`src/pkg/mvi_pkg.sv`:
```
// mvi_pkg: constants shared by the vectored interrupt unit and its stack.
// assumes an ahb-lite register bus with byte addresses in the low bits.
package mvi_pkg;
   // sizes
   localparam int NSRC   = 15;
   localparam int NSUB   = 4;
   localparam int PC_W   = 13;
   localparam int STK_N  = 8;
   localparam int STK_AW = 3;
   localparam int SP_W   = 4;
   localparam int ADDR_W = 8;
   localparam int WIN_W  = 4;
   localparam int NPIN   = 2;
   localparam int EDGE_W = 2;
   localparam logic [SP_W-1:0] SP_FULL = 4'h8;

   // source index, also vector order (lowest index wins)
   localparam int S_INT0 = 0;
   localparam int S_TKM  = 1;
   localparam int S_TB0  = 2;
   localparam int S_CT0P = 3;
   localparam int S_CT0A = 4;
   localparam int S_PT0P = 5;
   localparam int S_PT0A = 6;
   localparam int S_IIC  = 7;
   localparam int S_EE   = 8;
   localparam int S_UART = 9;
   localparam int S_LVD  = 10;
   localparam int S_TB1  = 11;
   localparam int S_MF0  = 12;
   localparam int S_MF1  = 13;
   localparam int S_INT1 = 14;

   // timer sources held inside the multi-function groups
   localparam int U_CT1P = 0;
   localparam int U_CT1A = 1;
   localparam int U_PT1P = 2;
   localparam int U_PT1A = 3;

   // vector = base + index * 4
   localparam logic [PC_W-1:0] VEC_BASE = 13'h0004;
   localparam int VEC_SH = 2;

   // register byte offsets
   localparam logic [ADDR_W-1:0] OFF_EDGE_SELECT_REG = 8'h00;
   localparam logic [ADDR_W-1:0] OFF_INTC0 = 8'h04;
   localparam logic [ADDR_W-1:0] OFF_INTC1 = 8'h08;
   localparam logic [ADDR_W-1:0] OFF_INTC2 = 8'h0C;
   localparam logic [ADDR_W-1:0] OFF_INTC3 = 8'h10;
   localparam logic [ADDR_W-1:0] OFF_MF_GROUP0_TIMER_IRQ  = 8'h14;
   localparam logic [ADDR_W-1:0] OFF_MF_GROUP1_TIMER_IRQ  = 8'h18;

   // multi-function register fields
   localparam int B_MF_AF = 5;
   localparam int B_MF_PF = 4;
   localparam int B_MF_AE = 1;
   localparam int B_MF_PE = 0;
   localparam int B_EMI   = 0;

   // edge select codes; bit 0 picks rising, bit 1 falling
   localparam logic [EDGE_W-1:0] EDGE_OFF = 2'h0;
   localparam int EDGE_RISE_BIT = 0;
   localparam int EDGE_FALL_BIT = 1;

   localparam logic [2:0] SIZE_WORD = 3'h2;

   typedef enum logic [1:0] {
      ST_IDLE = 2'b01,
      ST_POP  = 2'b10
   } mvi_st_e;
endpackage

```
`src/pkg/mvi_stk_if.sv`:
```
// mvi_stk_if: write and read port of the return-address stack.
// assumes one writer and one reader in the same clock domain.
`timescale 1ns/1ps
`default_nettype none
interface mvi_stk_if;
   import mvi_pkg::*;
   logic                we;
   logic [STK_AW-1:0]   waddr;
   logic [PC_W-1:0]     wdata;
   logic [STK_AW-1:0]   raddr;
   logic [PC_W-1:0]     rdata;
   modport ctl (output we, waddr, wdata, raddr, input rdata);
   modport mem (input we, waddr, wdata, raddr, output rdata);
endinterface
`default_nettype wire

```
`src/design/mvi_stack_mem.sv`:
```
// mvi_stack_mem: small stack store with registered read data.
// assumes the controller keeps the pointer and never overruns the depth.
`timescale 1ns/1ps
`default_nettype none
module mvi_stack_mem (
   // clock
   input wire logic   hclk,
   // stack port
   mvi_stk_if.mem     stk
);
   import mvi_pkg::*;

   logic [PC_W-1:0] mem_q [STK_N];

   // storage needs no reset, the pointer says what is valid
   always_ff @(posedge hclk) begin
      if (stk.we) begin
         mem_q[stk.waddr] <= stk.wdata;
      end
   end

   // read data is a flop, ready one cycle after the address
   always_ff @(posedge hclk) begin
      stk.rdata <= mem_q[stk.raddr];
   end
endmodule
`default_nettype wire

```
`src/design/mvi_irq_unit.sv`:
```
// mvi_irq_unit: vectored interrupt unit with return stack, ahb-lite registers.
// assumes core strobes are one-cycle pulses at instruction boundaries.
// Behaviour
// - source events set their flag whatever the enables say.
// - a set flag with its enable low never takes a vector.
// - global enable low blocks every vector.
// - accepting pushes the core pc and loads the vector address.
// - return from interrupt pops the saved pc and resumes there.
// - accepting clears the global enable.
// - flags keep latching while the global enable is low.
// - with the stack full nothing is accepted until a pop.
// - any flag becoming set wakes the core from sleep or idle.
// - vectors 04 pin0, 08 touch, 0C tb0, 10-1C timer0 matches.
// - vectors 20 to 3C; lowest address wins on a tie.
// - a pin flag sets only on the selected edge type.
// - edge code 00 off, 01 rising, 10 falling, 11 both.
// - servicing a pin clears its flag.
// - any group timer flag becoming set sets the group flag.
// - servicing a group clears the group flag.
// - group service leaves the timer flags; software clears them.
// - timer0 matches own vectors, timer1 matches feed the groups.
// - servicing a timer0 match clears its flag.
// - group registers hold a flag at 5,4 and enable at 1,0.
//
// Local design decisions: the register offsets and register access over AHB-Lite.
`timescale 1ns/1ps
`default_nettype none
module mvi_irq_unit (
   // clock and reset
   input  wire logic                        hclk,
   input  wire logic                        hresetn,
   // ahb-lite slave
   input  wire logic                        hsel,
   input  wire logic [31:0]                 haddr,
   input  wire logic [1:0]                  htrans,
   input  wire logic                        hwrite,
   input  wire logic [2:0]                  hsize,
   input  wire logic                        hready,
   input  wire logic [31:0]                 hwdata,
   output logic      [31:0]                 hrdata,
   output logic                             hreadyout,
   output logic                             hresp,
   // interrupt sources
   input  wire logic [mvi_pkg::NSRC-1:0]    periph_evt,
   input  wire logic [mvi_pkg::NSUB-1:0]    sub_evt,
   input  wire logic [mvi_pkg::NPIN-1:0]    ext_pin,
   // core side
   input  wire logic [mvi_pkg::PC_W-1:0]    core_pc,
   input  wire logic                        irq_ok,
   input  wire logic                        call_push,
   input  wire logic                        ret_pop,
   input  wire logic                        return_from_irq,
   input  wire logic                        sleep_mode,
   output logic                             vec_load,
   output logic      [mvi_pkg::PC_W-1:0]    vec_addr,
   output logic                             ret_load,
   output logic      [mvi_pkg::PC_W-1:0]    ret_pc,
   output logic                             stack_full,
   output logic                             wake
);
   import mvi_pkg::*;

   logic [NSRC-1:0]      fl_q, fl_d, en_q, set_ev, wfe, wfv, pend, clr;
   logic [NSUB-1:0]      sub_q, sub_d, sen_q, swe, swv;
   logic [NPIN*EDGE_W-1:0] edge_q;
   logic [NPIN-1:0]      pin_q, pin_hit;
   logic                 global_irq_enable;
   logic [SP_W-1:0]      sp_q, sp_dec;
   mvi_st_e              st_q;
   logic                 wr_q, rd_q, ap, mf_rise0, mf_rise1;
   logic [ADDR_W-1:0]    a_q;
   logic [7:0]           wb, rbyte;
   logic [31:0]          hrdata_q;
   logic [WIN_W-1:0]     win;
   logic                 any_pend, accept, do_pop, call_ok, full, win_en;
   logic [PC_W-1:0]      vec_q;
   logic                 vload_q, wake_q;

   mvi_stk_if stk ();

   mvi_stack_mem u_stack (
      .hclk (hclk),
      .stk  (stk.mem)
   );

   // bus answers: reads take one wait state so data comes from a flop
   assign hreadyout = ~rd_q;
   assign hresp     = 1'b0;
   assign hrdata    = hrdata_q;
   assign ap        = hsel & htrans[1] & hready;
   assign wb        = hwdata[7:0];

   // address phase capture; narrow writes are ignored
   always_ff @(posedge hclk or negedge hresetn) begin
      if (!hresetn) begin
         wr_q <= 1'b0;
         rd_q <= 1'b0;
         a_q  <= '0;
      end else begin
         wr_q <= ap & hwrite & (hsize == SIZE_WORD);
         rd_q <= ap & ~hwrite;
         if (ap) begin
            a_q <= haddr[ADDR_W-1:0];
         end
      end
   end

   // read data register, loaded in the wait cycle
   always_ff @(posedge hclk or negedge hresetn) begin
      if (!hresetn) begin
         hrdata_q <= 32'h00000000;
      end else if (rd_q) begin
         hrdata_q <= {24'h000000, rbyte};
      end
   end

   // read map; unused bits and unmapped offsets read zero
   always_comb begin
      case (a_q)
         OFF_EDGE_SELECT_REG: rbyte = {4'h0, edge_q};
         OFF_INTC0: rbyte = {1'b0, fl_q[S_TB0], fl_q[S_TKM], fl_q[S_INT0],
                             en_q[S_TB0], en_q[S_TKM], en_q[S_INT0], global_irq_enable};
         OFF_INTC1: rbyte = {fl_q[S_PT0A], fl_q[S_PT0P], fl_q[S_CT0A], fl_q[S_CT0P],
                             en_q[S_PT0A], en_q[S_PT0P], en_q[S_CT0A], en_q[S_CT0P]};
         OFF_INTC2: rbyte = {fl_q[S_LVD], fl_q[S_UART], fl_q[S_EE], fl_q[S_IIC],
                             en_q[S_LVD], en_q[S_UART], en_q[S_EE], en_q[S_IIC]};
         OFF_INTC3: rbyte = {fl_q[S_INT1], fl_q[S_MF1], fl_q[S_MF0], fl_q[S_TB1],
                             en_q[S_INT1], en_q[S_MF1], en_q[S_MF0], en_q[S_TB1]};
         OFF_MF_GROUP0_TIMER_IRQ:  rbyte = {2'h0, sub_q[U_CT1A], sub_q[U_CT1P],
                             2'h0, sen_q[U_CT1A], sen_q[U_CT1P]};
         OFF_MF_GROUP1_TIMER_IRQ:  rbyte = {2'h0, sub_q[U_PT1A], sub_q[U_PT1P],
                             2'h0, sen_q[U_PT1A], sen_q[U_PT1P]};
         default:   rbyte = 8'h00;
      endcase
   end

   // software writes to flags, merged below with hardware sets and clears
   always_comb begin
      wfe = '0;
      wfv = '0;
      swe = '0;
      swv = '0;
      if (wr_q) begin
         case (a_q)
            OFF_INTC0: begin
               {wfe[S_TB0], wfe[S_TKM], wfe[S_INT0]} = 3'h7;
               {wfv[S_TB0], wfv[S_TKM], wfv[S_INT0]} = wb[6:4];
            end
            OFF_INTC1: begin
               {wfe[S_PT0A], wfe[S_PT0P], wfe[S_CT0A], wfe[S_CT0P]} = 4'hF;
               {wfv[S_PT0A], wfv[S_PT0P], wfv[S_CT0A], wfv[S_CT0P]} = wb[7:4];
            end
            OFF_INTC2: begin
               {wfe[S_LVD], wfe[S_UART], wfe[S_EE], wfe[S_IIC]} = 4'hF;
               {wfv[S_LVD], wfv[S_UART], wfv[S_EE], wfv[S_IIC]} = wb[7:4];
            end
            OFF_INTC3: begin
               {wfe[S_INT1], wfe[S_MF1], wfe[S_MF0], wfe[S_TB1]} = 4'hF;
               {wfv[S_INT1], wfv[S_MF1], wfv[S_MF0], wfv[S_TB1]} = wb[7:4];
            end
            OFF_MF_GROUP0_TIMER_IRQ: begin
               {swe[U_CT1A], swe[U_CT1P]} = 2'h3;
               {swv[U_CT1A], swv[U_CT1P]} = {wb[B_MF_AF], wb[B_MF_PF]};
            end
            OFF_MF_GROUP1_TIMER_IRQ: begin
               {swe[U_PT1A], swe[U_PT1P]} = 2'h3;
               {swv[U_PT1A], swv[U_PT1P]} = {wb[B_MF_AF], wb[B_MF_PF]};
            end
            default: ;
         endcase
      end
   end

   // enable and edge-select registers
   always_ff @(posedge hclk or negedge hresetn) begin
      if (!hresetn) begin
         en_q   <= '0;
         sen_q  <= '0;
         edge_q <= '0;
      end else if (wr_q) begin
         case (a_q)
            OFF_EDGE_SELECT_REG: edge_q <= wb[NPIN*EDGE_W-1:0];
            OFF_INTC0: {en_q[S_TB0], en_q[S_TKM], en_q[S_INT0]} <= wb[3:1];
            OFF_INTC1: {en_q[S_PT0A], en_q[S_PT0P], en_q[S_CT0A], en_q[S_CT0P]} <= wb[3:0];
            OFF_INTC2: {en_q[S_LVD], en_q[S_UART], en_q[S_EE], en_q[S_IIC]} <= wb[3:0];
            OFF_INTC3: {en_q[S_INT1], en_q[S_MF1], en_q[S_MF0], en_q[S_TB1]} <= wb[3:0];
            OFF_MF_GROUP0_TIMER_IRQ: begin
               sen_q[U_CT1A] <= wb[B_MF_AE];
               sen_q[U_CT1P] <= wb[B_MF_PE];
            end
            OFF_MF_GROUP1_TIMER_IRQ: begin
               sen_q[U_PT1A] <= wb[B_MF_AE];
               sen_q[U_PT1P] <= wb[B_MF_PE];
            end
            default: ;
         endcase
      end
   end

   // pin edge detect; pins are already synchronous to hclk
   always_ff @(posedge hclk or negedge hresetn) begin
      if (!hresetn) begin
         pin_q <= '0;
      end else begin
         pin_q <= ext_pin;
      end
   end

   for (genvar p = 0; p < NPIN; p++) begin : g_pin
      logic [EDGE_W-1:0] sel;
      assign sel = edge_q[p*EDGE_W +: EDGE_W];
      assign pin_hit[p] = (ext_pin[p] & ~pin_q[p] & sel[EDGE_RISE_BIT])
                        | (~ext_pin[p] & pin_q[p] & sel[EDGE_FALL_BIT]);
   end

   // timer1 flags: a new event beats a software clear in the same cycle
   for (genvar j = 0; j < NSUB; j++) begin : g_sub
      assign sub_d[j] = sub_evt[j] | (swe[j] ? swv[j] : sub_q[j]);
   end
   assign mf_rise0 = |(sub_d[U_CT1A:U_CT1P] & ~sub_q[U_CT1A:U_CT1P]);
   assign mf_rise1 = |(sub_d[U_PT1A:U_PT1P] & ~sub_q[U_PT1A:U_PT1P]);

   // hardware set sources per vector
   always_comb begin
      set_ev         = periph_evt;
      set_ev[S_INT0] = pin_hit[0];
      set_ev[S_INT1] = pin_hit[1];
      set_ev[S_MF0]  = mf_rise0;
      set_ev[S_MF1]  = mf_rise1;
   end

   // set wins over software write and over the service clear
   for (genvar i = 0; i < NSRC; i++) begin : g_flag
      assign fl_d[i] = set_ev[i] | (wfe[i] ? wfv[i] : (fl_q[i] & ~clr[i]));
   end

   always_ff @(posedge hclk or negedge hresetn) begin
      if (!hresetn) begin
         fl_q  <= '0;
         sub_q <= '0;
      end else begin
         fl_q  <= fl_d;
         sub_q <= sub_d;
      end
   end

   // fixed priority, index 0 highest, so the lowest vector wins
   always_comb begin
      pend = fl_q & en_q;
      win  = '0;
      for (int i = NSRC - 1; i >= 0; i--) begin
         if (pend[i]) begin
            win = WIN_W'(i);
         end
      end
   end

   assign any_pend = |pend;
   assign win_en   = en_q[win] & fl_q[win];
   assign full     = (sp_q == SP_FULL);
   assign sp_dec   = sp_q - 4'h1;
   assign do_pop   = (ret_pop | return_from_irq) & (sp_q != '0) & (st_q == ST_IDLE);
   assign call_ok  = call_push & ~full & ~ret_pop & ~return_from_irq;
   // core strobes take the cycle; a request simply waits for the next one
   assign accept   = irq_ok & global_irq_enable & any_pend & ~full & (st_q == ST_IDLE)
                   & ~call_push & ~ret_pop & ~return_from_irq;
   assign clr      = accept ? (NSRC'(1) << win) : '0;

   // stack port: push the core pc, pop reads below the pointer
   assign stk.we    = accept | call_ok;
   assign stk.waddr = sp_q[STK_AW-1:0];
   assign stk.wdata = core_pc;
   assign stk.raddr = sp_dec[STK_AW-1:0];

   // stack pointer, saturates at full
   always_ff @(posedge hclk or negedge hresetn) begin
      if (!hresetn) begin
         sp_q <= '0;
      end else if (do_pop) begin
         sp_q <= sp_dec;
      end else if (stk.we) begin
         sp_q <= sp_q + 4'h1;
      end
   end

   // pop sequencing, one cycle for the registered stack read
   always_ff @(posedge hclk or negedge hresetn) begin
      if (!hresetn) begin
         st_q <= ST_IDLE;
      end else begin
         case (st_q)
            ST_IDLE: if (do_pop) st_q <= ST_POP;
            ST_POP:  st_q <= ST_IDLE;
            default: st_q <= ST_IDLE;
         endcase
      end
   end

   // global enable: service clears it, return sets it again
   always_ff @(posedge hclk or negedge hresetn) begin
      if (!hresetn) begin
         global_irq_enable <= 1'b0;
      end else if (accept) begin
         global_irq_enable <= 1'b0;
      end else if (do_pop & return_from_irq) begin
         global_irq_enable <= 1'b1;
      end else if (wr_q && a_q == OFF_INTC0) begin
         global_irq_enable <= wb[B_EMI];
      end
   end

   // vector load and wake pulses
   always_ff @(posedge hclk or negedge hresetn) begin
      if (!hresetn) begin
         vload_q <= 1'b0;
         vec_q   <= '0;
         wake_q  <= 1'b0;
      end else begin
         vload_q <= accept;
         if (accept) begin
            vec_q <= VEC_BASE + (PC_W'(win) << VEC_SH);
         end
         wake_q <= sleep_mode & (|(fl_d & ~fl_q) | |(sub_d & ~sub_q));
      end
   end

   assign vec_load   = vload_q;
   assign vec_addr   = vec_q;
   assign ret_load   = (st_q == ST_POP);
   assign ret_pc     = stk.rdata;
   assign stack_full = full;
   assign wake       = wake_q;
endmodule
`default_nettype wire

```
`config.mk`:
```
export PLATFORM = sky130hd
export DESIGN_NAME = mvi_irq_unit
export DESIGN_NICKNAME = d
export VERILOG_FILES = /design/src/pkg/mvi_pkg.sv /design/src/pkg/mvi_stk_if.sv /design/src/design/mvi_stack_mem.sv /design/src/design/mvi_irq_unit.sv
export SDC_FILE = /design/constraint.sdc
export NUM_CORES = 1
export LEC_CHECK = 0
export BUFFER_PORTS_ARGS = -buffer_cell sky130_fd_sc_hd__buf_4
export CORE_MARGIN = 1
export CORE_UTILIZATION = 25
export CTS_BUF_LIST = sky130_fd_sc_hd__clkbuf_8
export CTS_CLUSTER_SIZE = 28
export DETAILED_ROUTE_END_ITERATION = 6
export HOLD_SLACK_MARGIN = 0.15
export SYNTH_ARGS = -nofsm -noshare
export SYNTH_HDL_FRONTEND = slang
export SYNTH_SLANG_ARGS = --single-unit
```
`constraint.sdc`:
```
create_clock -name hclk -period 6.2 [get_ports hclk]
set_clock_uncertainty 0.05 [all_clocks]
set_input_delay 0.62 -clock hclk [delete_from_list [all_inputs] [get_ports hclk]]
set_output_delay 0.62 -clock hclk [all_outputs]
set_load 0.02 [all_outputs]
```
# After elaboration in Yosys (flattened, before gate mapping)
# Memory sizes are Yosys's and may differ from the RTL's. A register that Yosys moved wholly into a read port is not among the register bits.
# Index checks and enable logic that the tools add are counted.
# totals
register_bits	84
mem_bits_rw	104
memories	1
# classes
addsub	3
eq_ne	11
shift	1
mux	61
bitwise_logic	100
n_reduce_logical	17
# memory_table
name	depth	word_bits	read_ports	rd_ports_with_merged_regs	wr	line_no	rtl
u_stack.mem_q	8	13	1	1	1	mvi_stack_mem.sv:13	logic [PC_W-1:0] mem_q [STK_N];
# ops
operator	count
two-way mux 4 bit	25
one-hot mux 8 bit (7 select lines)	1
two-way mux 15 bit	3
AND 1 bit	42
AND 15 bit	2
OR reduction 15 bit	2
inverter 1 bit	25
equality test 8 x 5 -> 1 bit, second input constant	3
two-way mux 1 bit	24
OR 1 bit	24
equality test 8 x 4 -> 1 bit, second input constant	2
inverter 15 bit	1
<< shifter 1 x 4 -> 15 bit, first input constant	1
AND reduction 2 bit	7
two-way mux 2 bit	6
equality test 8 x 3 -> 1 bit, second input constant	1
zero test 8 bit	1
adder 3 x 6 -> 7 bit, first input constant	1
two-way mux 3 bit	2
adder 4 x 1 -> 4 bit, second input constant	1
AND 2 bit	2
AND 4 bit	1
equality test 4 bit, second input constant	1
inverter 2 bit	2
12 further kinds	13

# Longest topological paths before layout
# logic_depth
depth_word	26
mapped_depth	12

# Modules after synthesis
# From an unflattened synthesis, not the netlist that was laid out.
# unflattened
hier_cells	623
hier_area_um2	8760.9
# modules_own_cells
module	instances	cells_per_inst	area_per_inst_um2	seq_area_each_um2
mvi_irq_unit	1	447	4445.5	1903.1
mvi_stack_mem	1	176	4315.4	3383.2

# Worst setup path before layout
# No wires, ideal clock.
# synth_timing
path_type	reg2reg
from	register sp_q[0]
to	memory u_stack.mem_q[4][0], enable pin
setup_time_ps	422
arrival_ps	3695
setup_slack_ps	2033
path_stages_with_launch	12
n_path_buf	3
path_cell_list	dfrtp_1 clkbuf_1 clkbuf_1 inv_1 ha_1 nand3b_1 and4_1 o21ai_4 inv_4 a31oi_4 buf_6 nor4b_1
# synth_between
elab_chain_cells	10
elab_cells_between_ends	13
# synth_rtl
item	line_no	rtl
start, declared	mvi_irq_unit.sv:68	logic [SP_W-1:0] sp_q, sp_dec;
start signal, assigned	mvi_irq_unit.sv:280	sp_q <= sp_dec;
start signal, assigned	mvi_irq_unit.sv:282	sp_q <= sp_q + 4'h1;
equality test 4 bit	mvi_irq_unit.sv:260	assign full = (sp_q == SP_FULL);
inverter 1 bit	mvi_irq_unit.sv:265	assign accept = irq_ok & global_irq_enable & any_pend & ~full & (st_q == ST_IDLE)
AND 1 bit (2 in a row)	mvi_irq_unit.sv:265	
AND 1 bit (3 in a row)	mvi_irq_unit.sv:266	& ~call_push & ~ret_pop & ~return_from_irq;
net accept	mvi_irq_unit.sv:75	logic any_pend, accept, do_pop, call_ok, full, win_en;
OR 1 bit	mvi_irq_unit.sv:270	assign stk.we = accept | call_ok;
two-way mux 1 bit	mvi_stack_mem.sv:17	if (stk.we) begin
two-way mux 1 bit (not written as such)	mvi_stack_mem.sv:18	mem_q[stk.waddr] <= stk.wdata;
end, declared	mvi_stack_mem.sv:13	
# The timed path passes the listed nets, and every way through them passes these cells.

# Worst setup path in the final report
# layout_timing
from	register sp_q[0]
to	memory u_stack.mem_q[6][1], enable pin
# Same word-level chain as after synthesis.

==> impl_metrics.env <==
export IMPL_outcome="complete, no violations"
export IMPL_stdcell_count=1210
export IMPL_hold_buffers=0
export IMPL_relSlewSlack_pct=33.7
export IMPL_drv_slew=0
export IMPL_nNetsFinal=870
export IMPL_synth_yosys_seq_area_share_pct=61.7
export IMPL_die_h_um=187
export IMPL_antenna_found_initial=0
export IMPL_ys_ff_latch=193
export IMPL_final_cell_area_um2=10200
export IMPL_antenna_cells=0
export IMPL_synth_edf_count=104
export IMPL_hold_viol=0
export IMPL_start_util_pct=25.5
export IMPL_wl_met3_um=1310
export IMPL_dieWidth_um=187
export IMPL_syn_to_final_growth_pct=18.9
export IMPL_synth_area_mux_share_pct=11.1
export IMPL_finalCriticalPeriod_ns=3.82
export IMPL_cp_slowest_cell="nor3b_2"
export IMPL_cts_clk_slew_worst_paths_ns=0.11
export IMPL_wl_per_cell_um=17.1
export IMPL_wl_met1_um=9030
export IMPL_cts_buffers=17
export IMPL_io_buffer_count=90
export IMPL_dp_slack_ns=2.30
export IMPL_synth_top_area_cell="edfxtp_1"
export IMPL_async_flop_share_pct=39.4
export IMPL_wirelength_um=20700
export IMPL_crit_top_cell="buf_4"
export IMPL_ir_drop_uv=256
export IMPL_cts_sinks=193
export IMPL_ioPinCount=177
export IMPL_multi_input_area_um2=3000
export IMPL_fp_row_count=67
export IMPL_whs_ns=0.195
export IMPL_vias=5622
export IMPL_syn_area_per_cell_um2=13.1
export IMPL_cap_violations=0
export IMPL_synth_top_family_by_area="simple AND/OR/NAND/NOR gates"
export IMPL_design_core_area_um2=33600
export IMPL_p_per_area_nw_per_um2=353
export IMPL_crit_path_start_kind="register"
export IMPL_cts_resized=0
export IMPL_routed_top_layer="met4"
export IMPL_synth_most_common_cell="edfxtp_1"
export IMPL_fin_tns_setup_ns=0
export IMPL_setup_slack_ns=2.38
export IMPL_synthTopCellsByCount="104 x edfxtp_1, 101 x nand2_1, 75 x dfrtp_1, 33 x buf_4, 31 x mux2_2"
export IMPL_gr_total_overflow=0
export IMPL_utilization_pct=30.3
export IMPL_critical_path_buf_inv_count=4
export IMPL_drive_above_1_share_pct=27.7
export IMPL_p_leak_nw=3.92
export IMPL_regArea_um2=5290
export IMPL_synth_simple_area_share_pct=11.5
export IMPL_synthAdderAreaFrac_pct=1.17
export IMPL_viasPerCell=4.65
export IMPL_cpPeakStageDelay_ns=0.54
export IMPL_cts_tree="built"
export IMPL_fill_cells=3374
export IMPL_worstPathArrival_ns=3.96
export IMPL_fmax_ghz=0.262
export IMPL_cp_required_ns=6.34
export IMPL_synthXorXnorAreaFrac_pct=0.496
export IMPL_ctsRootBufferMaster="clkbuf_8"
export IMPL_globalplace_congestion=0.943
export IMPL_drc_errors=0
export IMPL_placed_cell_area_um2=9710
export IMPL_worstPathCellList="buf_4 -> inv_1 -> ha_1 -> nand3b_1 -> and4_1 -> o21ai_4 -> inv_4 -> a31oi_4 -> nand2b_1 -> nor3b_2 -> buf_4"
export IMPL_dr_pass1_iters=5
export IMPL_post_cts_buffers=0
export IMPL_total_power_mw=3.59
export IMPL_worst_slew_pin_transition_ns=0.969
export IMPL_setup_violations=0
export IMPL_cp_top_family="simple AND/OR/NAND/NOR gates"
export IMPL_htreeDepth=4
export IMPL_wl_met2_um=10100
export IMPL_grt_max_degree=77
export IMPL_synth_area_leaders="edfxtp_1 36%, dfrtp_1 22%, mux4_2 6.8%"
export IMPL_ys_types=66
export IMPL_dp_hpwl_um=14200
export IMPL_clk_path_buf_depth=2
export IMPL_synth_area_um2=8570
export IMPL_grt_pass1_wl_um=32300
export IMPL_synth_warnings=0
export IMPL_grt_use_total_pct=12.1
export IMPL_cp_max_fo=35
export IMPL_rsz0062_at_grt="false"
export IMPL_grt_pass1_vias=5575
export IMPL_ys_flop_type="edfxtp_1"
export IMPL_synthCells=652
export IMPL_dp_cells=1178
export IMPL_dieArea_um2=35000
export IMPL_worstSetupPathType="reg2reg"
export IMPL_hold_path_class="in2reg"
export IMPL_drtIter0Drc=423
export IMPL_insertion_delay_ns=0.49
export IMPL_fin_crit_sh_pct=61.6
export IMPL_critPathCaptureType="register"
export IMPL_synth_compound_area_share_pct=8.70
export IMPL_antenna_left=0
export IMPL_synth_top_area_share_pct=36.4
-- cell families (layout without fill, tap and decap cells) --
family	Yosys count	count (layout)
DFF	193	193
and+or+nand+nor	207	207
xor gates and xnor gates	4	4
muxes	59	59
AOI/OAI and AO/OA	96	96
buffers and inverters	84	162
other	1	33
adders and majority gates	8	8
-- placed cells by master (no fill, tap or decap), types with 8 or more instances in the layout --
cell / n
mux2_2: 31
a31oi_1: 10
dfrtp_1: 74
mux4_2: 26
a22oi_1: 8
nor2_1: 26
dfxtp_1: 13
nand3_1: 25
inv_1: 28
nand2_1: 101
ha_1: 8
buf_4: 101
o22ai_1: 8
clkbuf_8: 17
o211ai_1: 15
edfxtp_1: 104
conb_1: 33
a21oi_1: 11
-- flip-flops by register name (all words and copies together), names as in the netlist --
name / flops
u_stack.mem_q: 104
en_q: 15
fl_q: 15
u_stack.stk.rdata: 13
a_q: 8
hrdata: 8
vec_addr: 5
edge_q: 4
sen_q: 4
sp_q: 4
sub_q: 4
pin_q: 2
st_q: 2
global_irq_enable: 1
rd_q: 1
vec_load: 1
wake: 1
wr_q: 1
-- where the power goes --
part	switching, mW	leakage (nW)	internal (mW)
Clock	0.514	0.235	0.427
Combinational	0.536	1.83	0.520
Sequential	0.0996	1.86	1.50
-- worst paths after layout --
check / startpoint / endpoint / slack, ns / cells after the start
setup / recovery: sp_q[0] / u_stack.mem_q[6][1] / 2.38 / 11
hold / removal: ext_pin[0] / pin_q[0] / 0.20 / 1
setup reg to reg: sp_q[0] / u_stack.mem_q[6][1] / 2.38 / 11
hold reg to reg: vec_addr[3] / vec_addr[3] / 0.44 / 2
max in group asynchronous: hresetn / sp_q[0] / 5.15 / 1
min in group asynchronous: hresetn / fl_q[6] / 0.23 / 1
-- cell type report --
cell class | count | area share [%]
clock buffers | 17 | 2.30
clock inverters | 15 | 2.36
inverters | 29 | 1.09
multi-input cells | 407 | 29.4
flip-flops and latches | 193 | 51.9
well taps | 448 | 5.50
repair buffers | 101 | 7.44
-- routing by layer --
layer | up-vias | track usage, %
met5 | - | 0
met4 | 0 | 4.29
met3 | 28 | 3.30
met2 | 228 | 19.8
met1 | 2791 | 15.4
li1 | 2575 | -
Note: power is estimated with default switching activity, not from simulation.
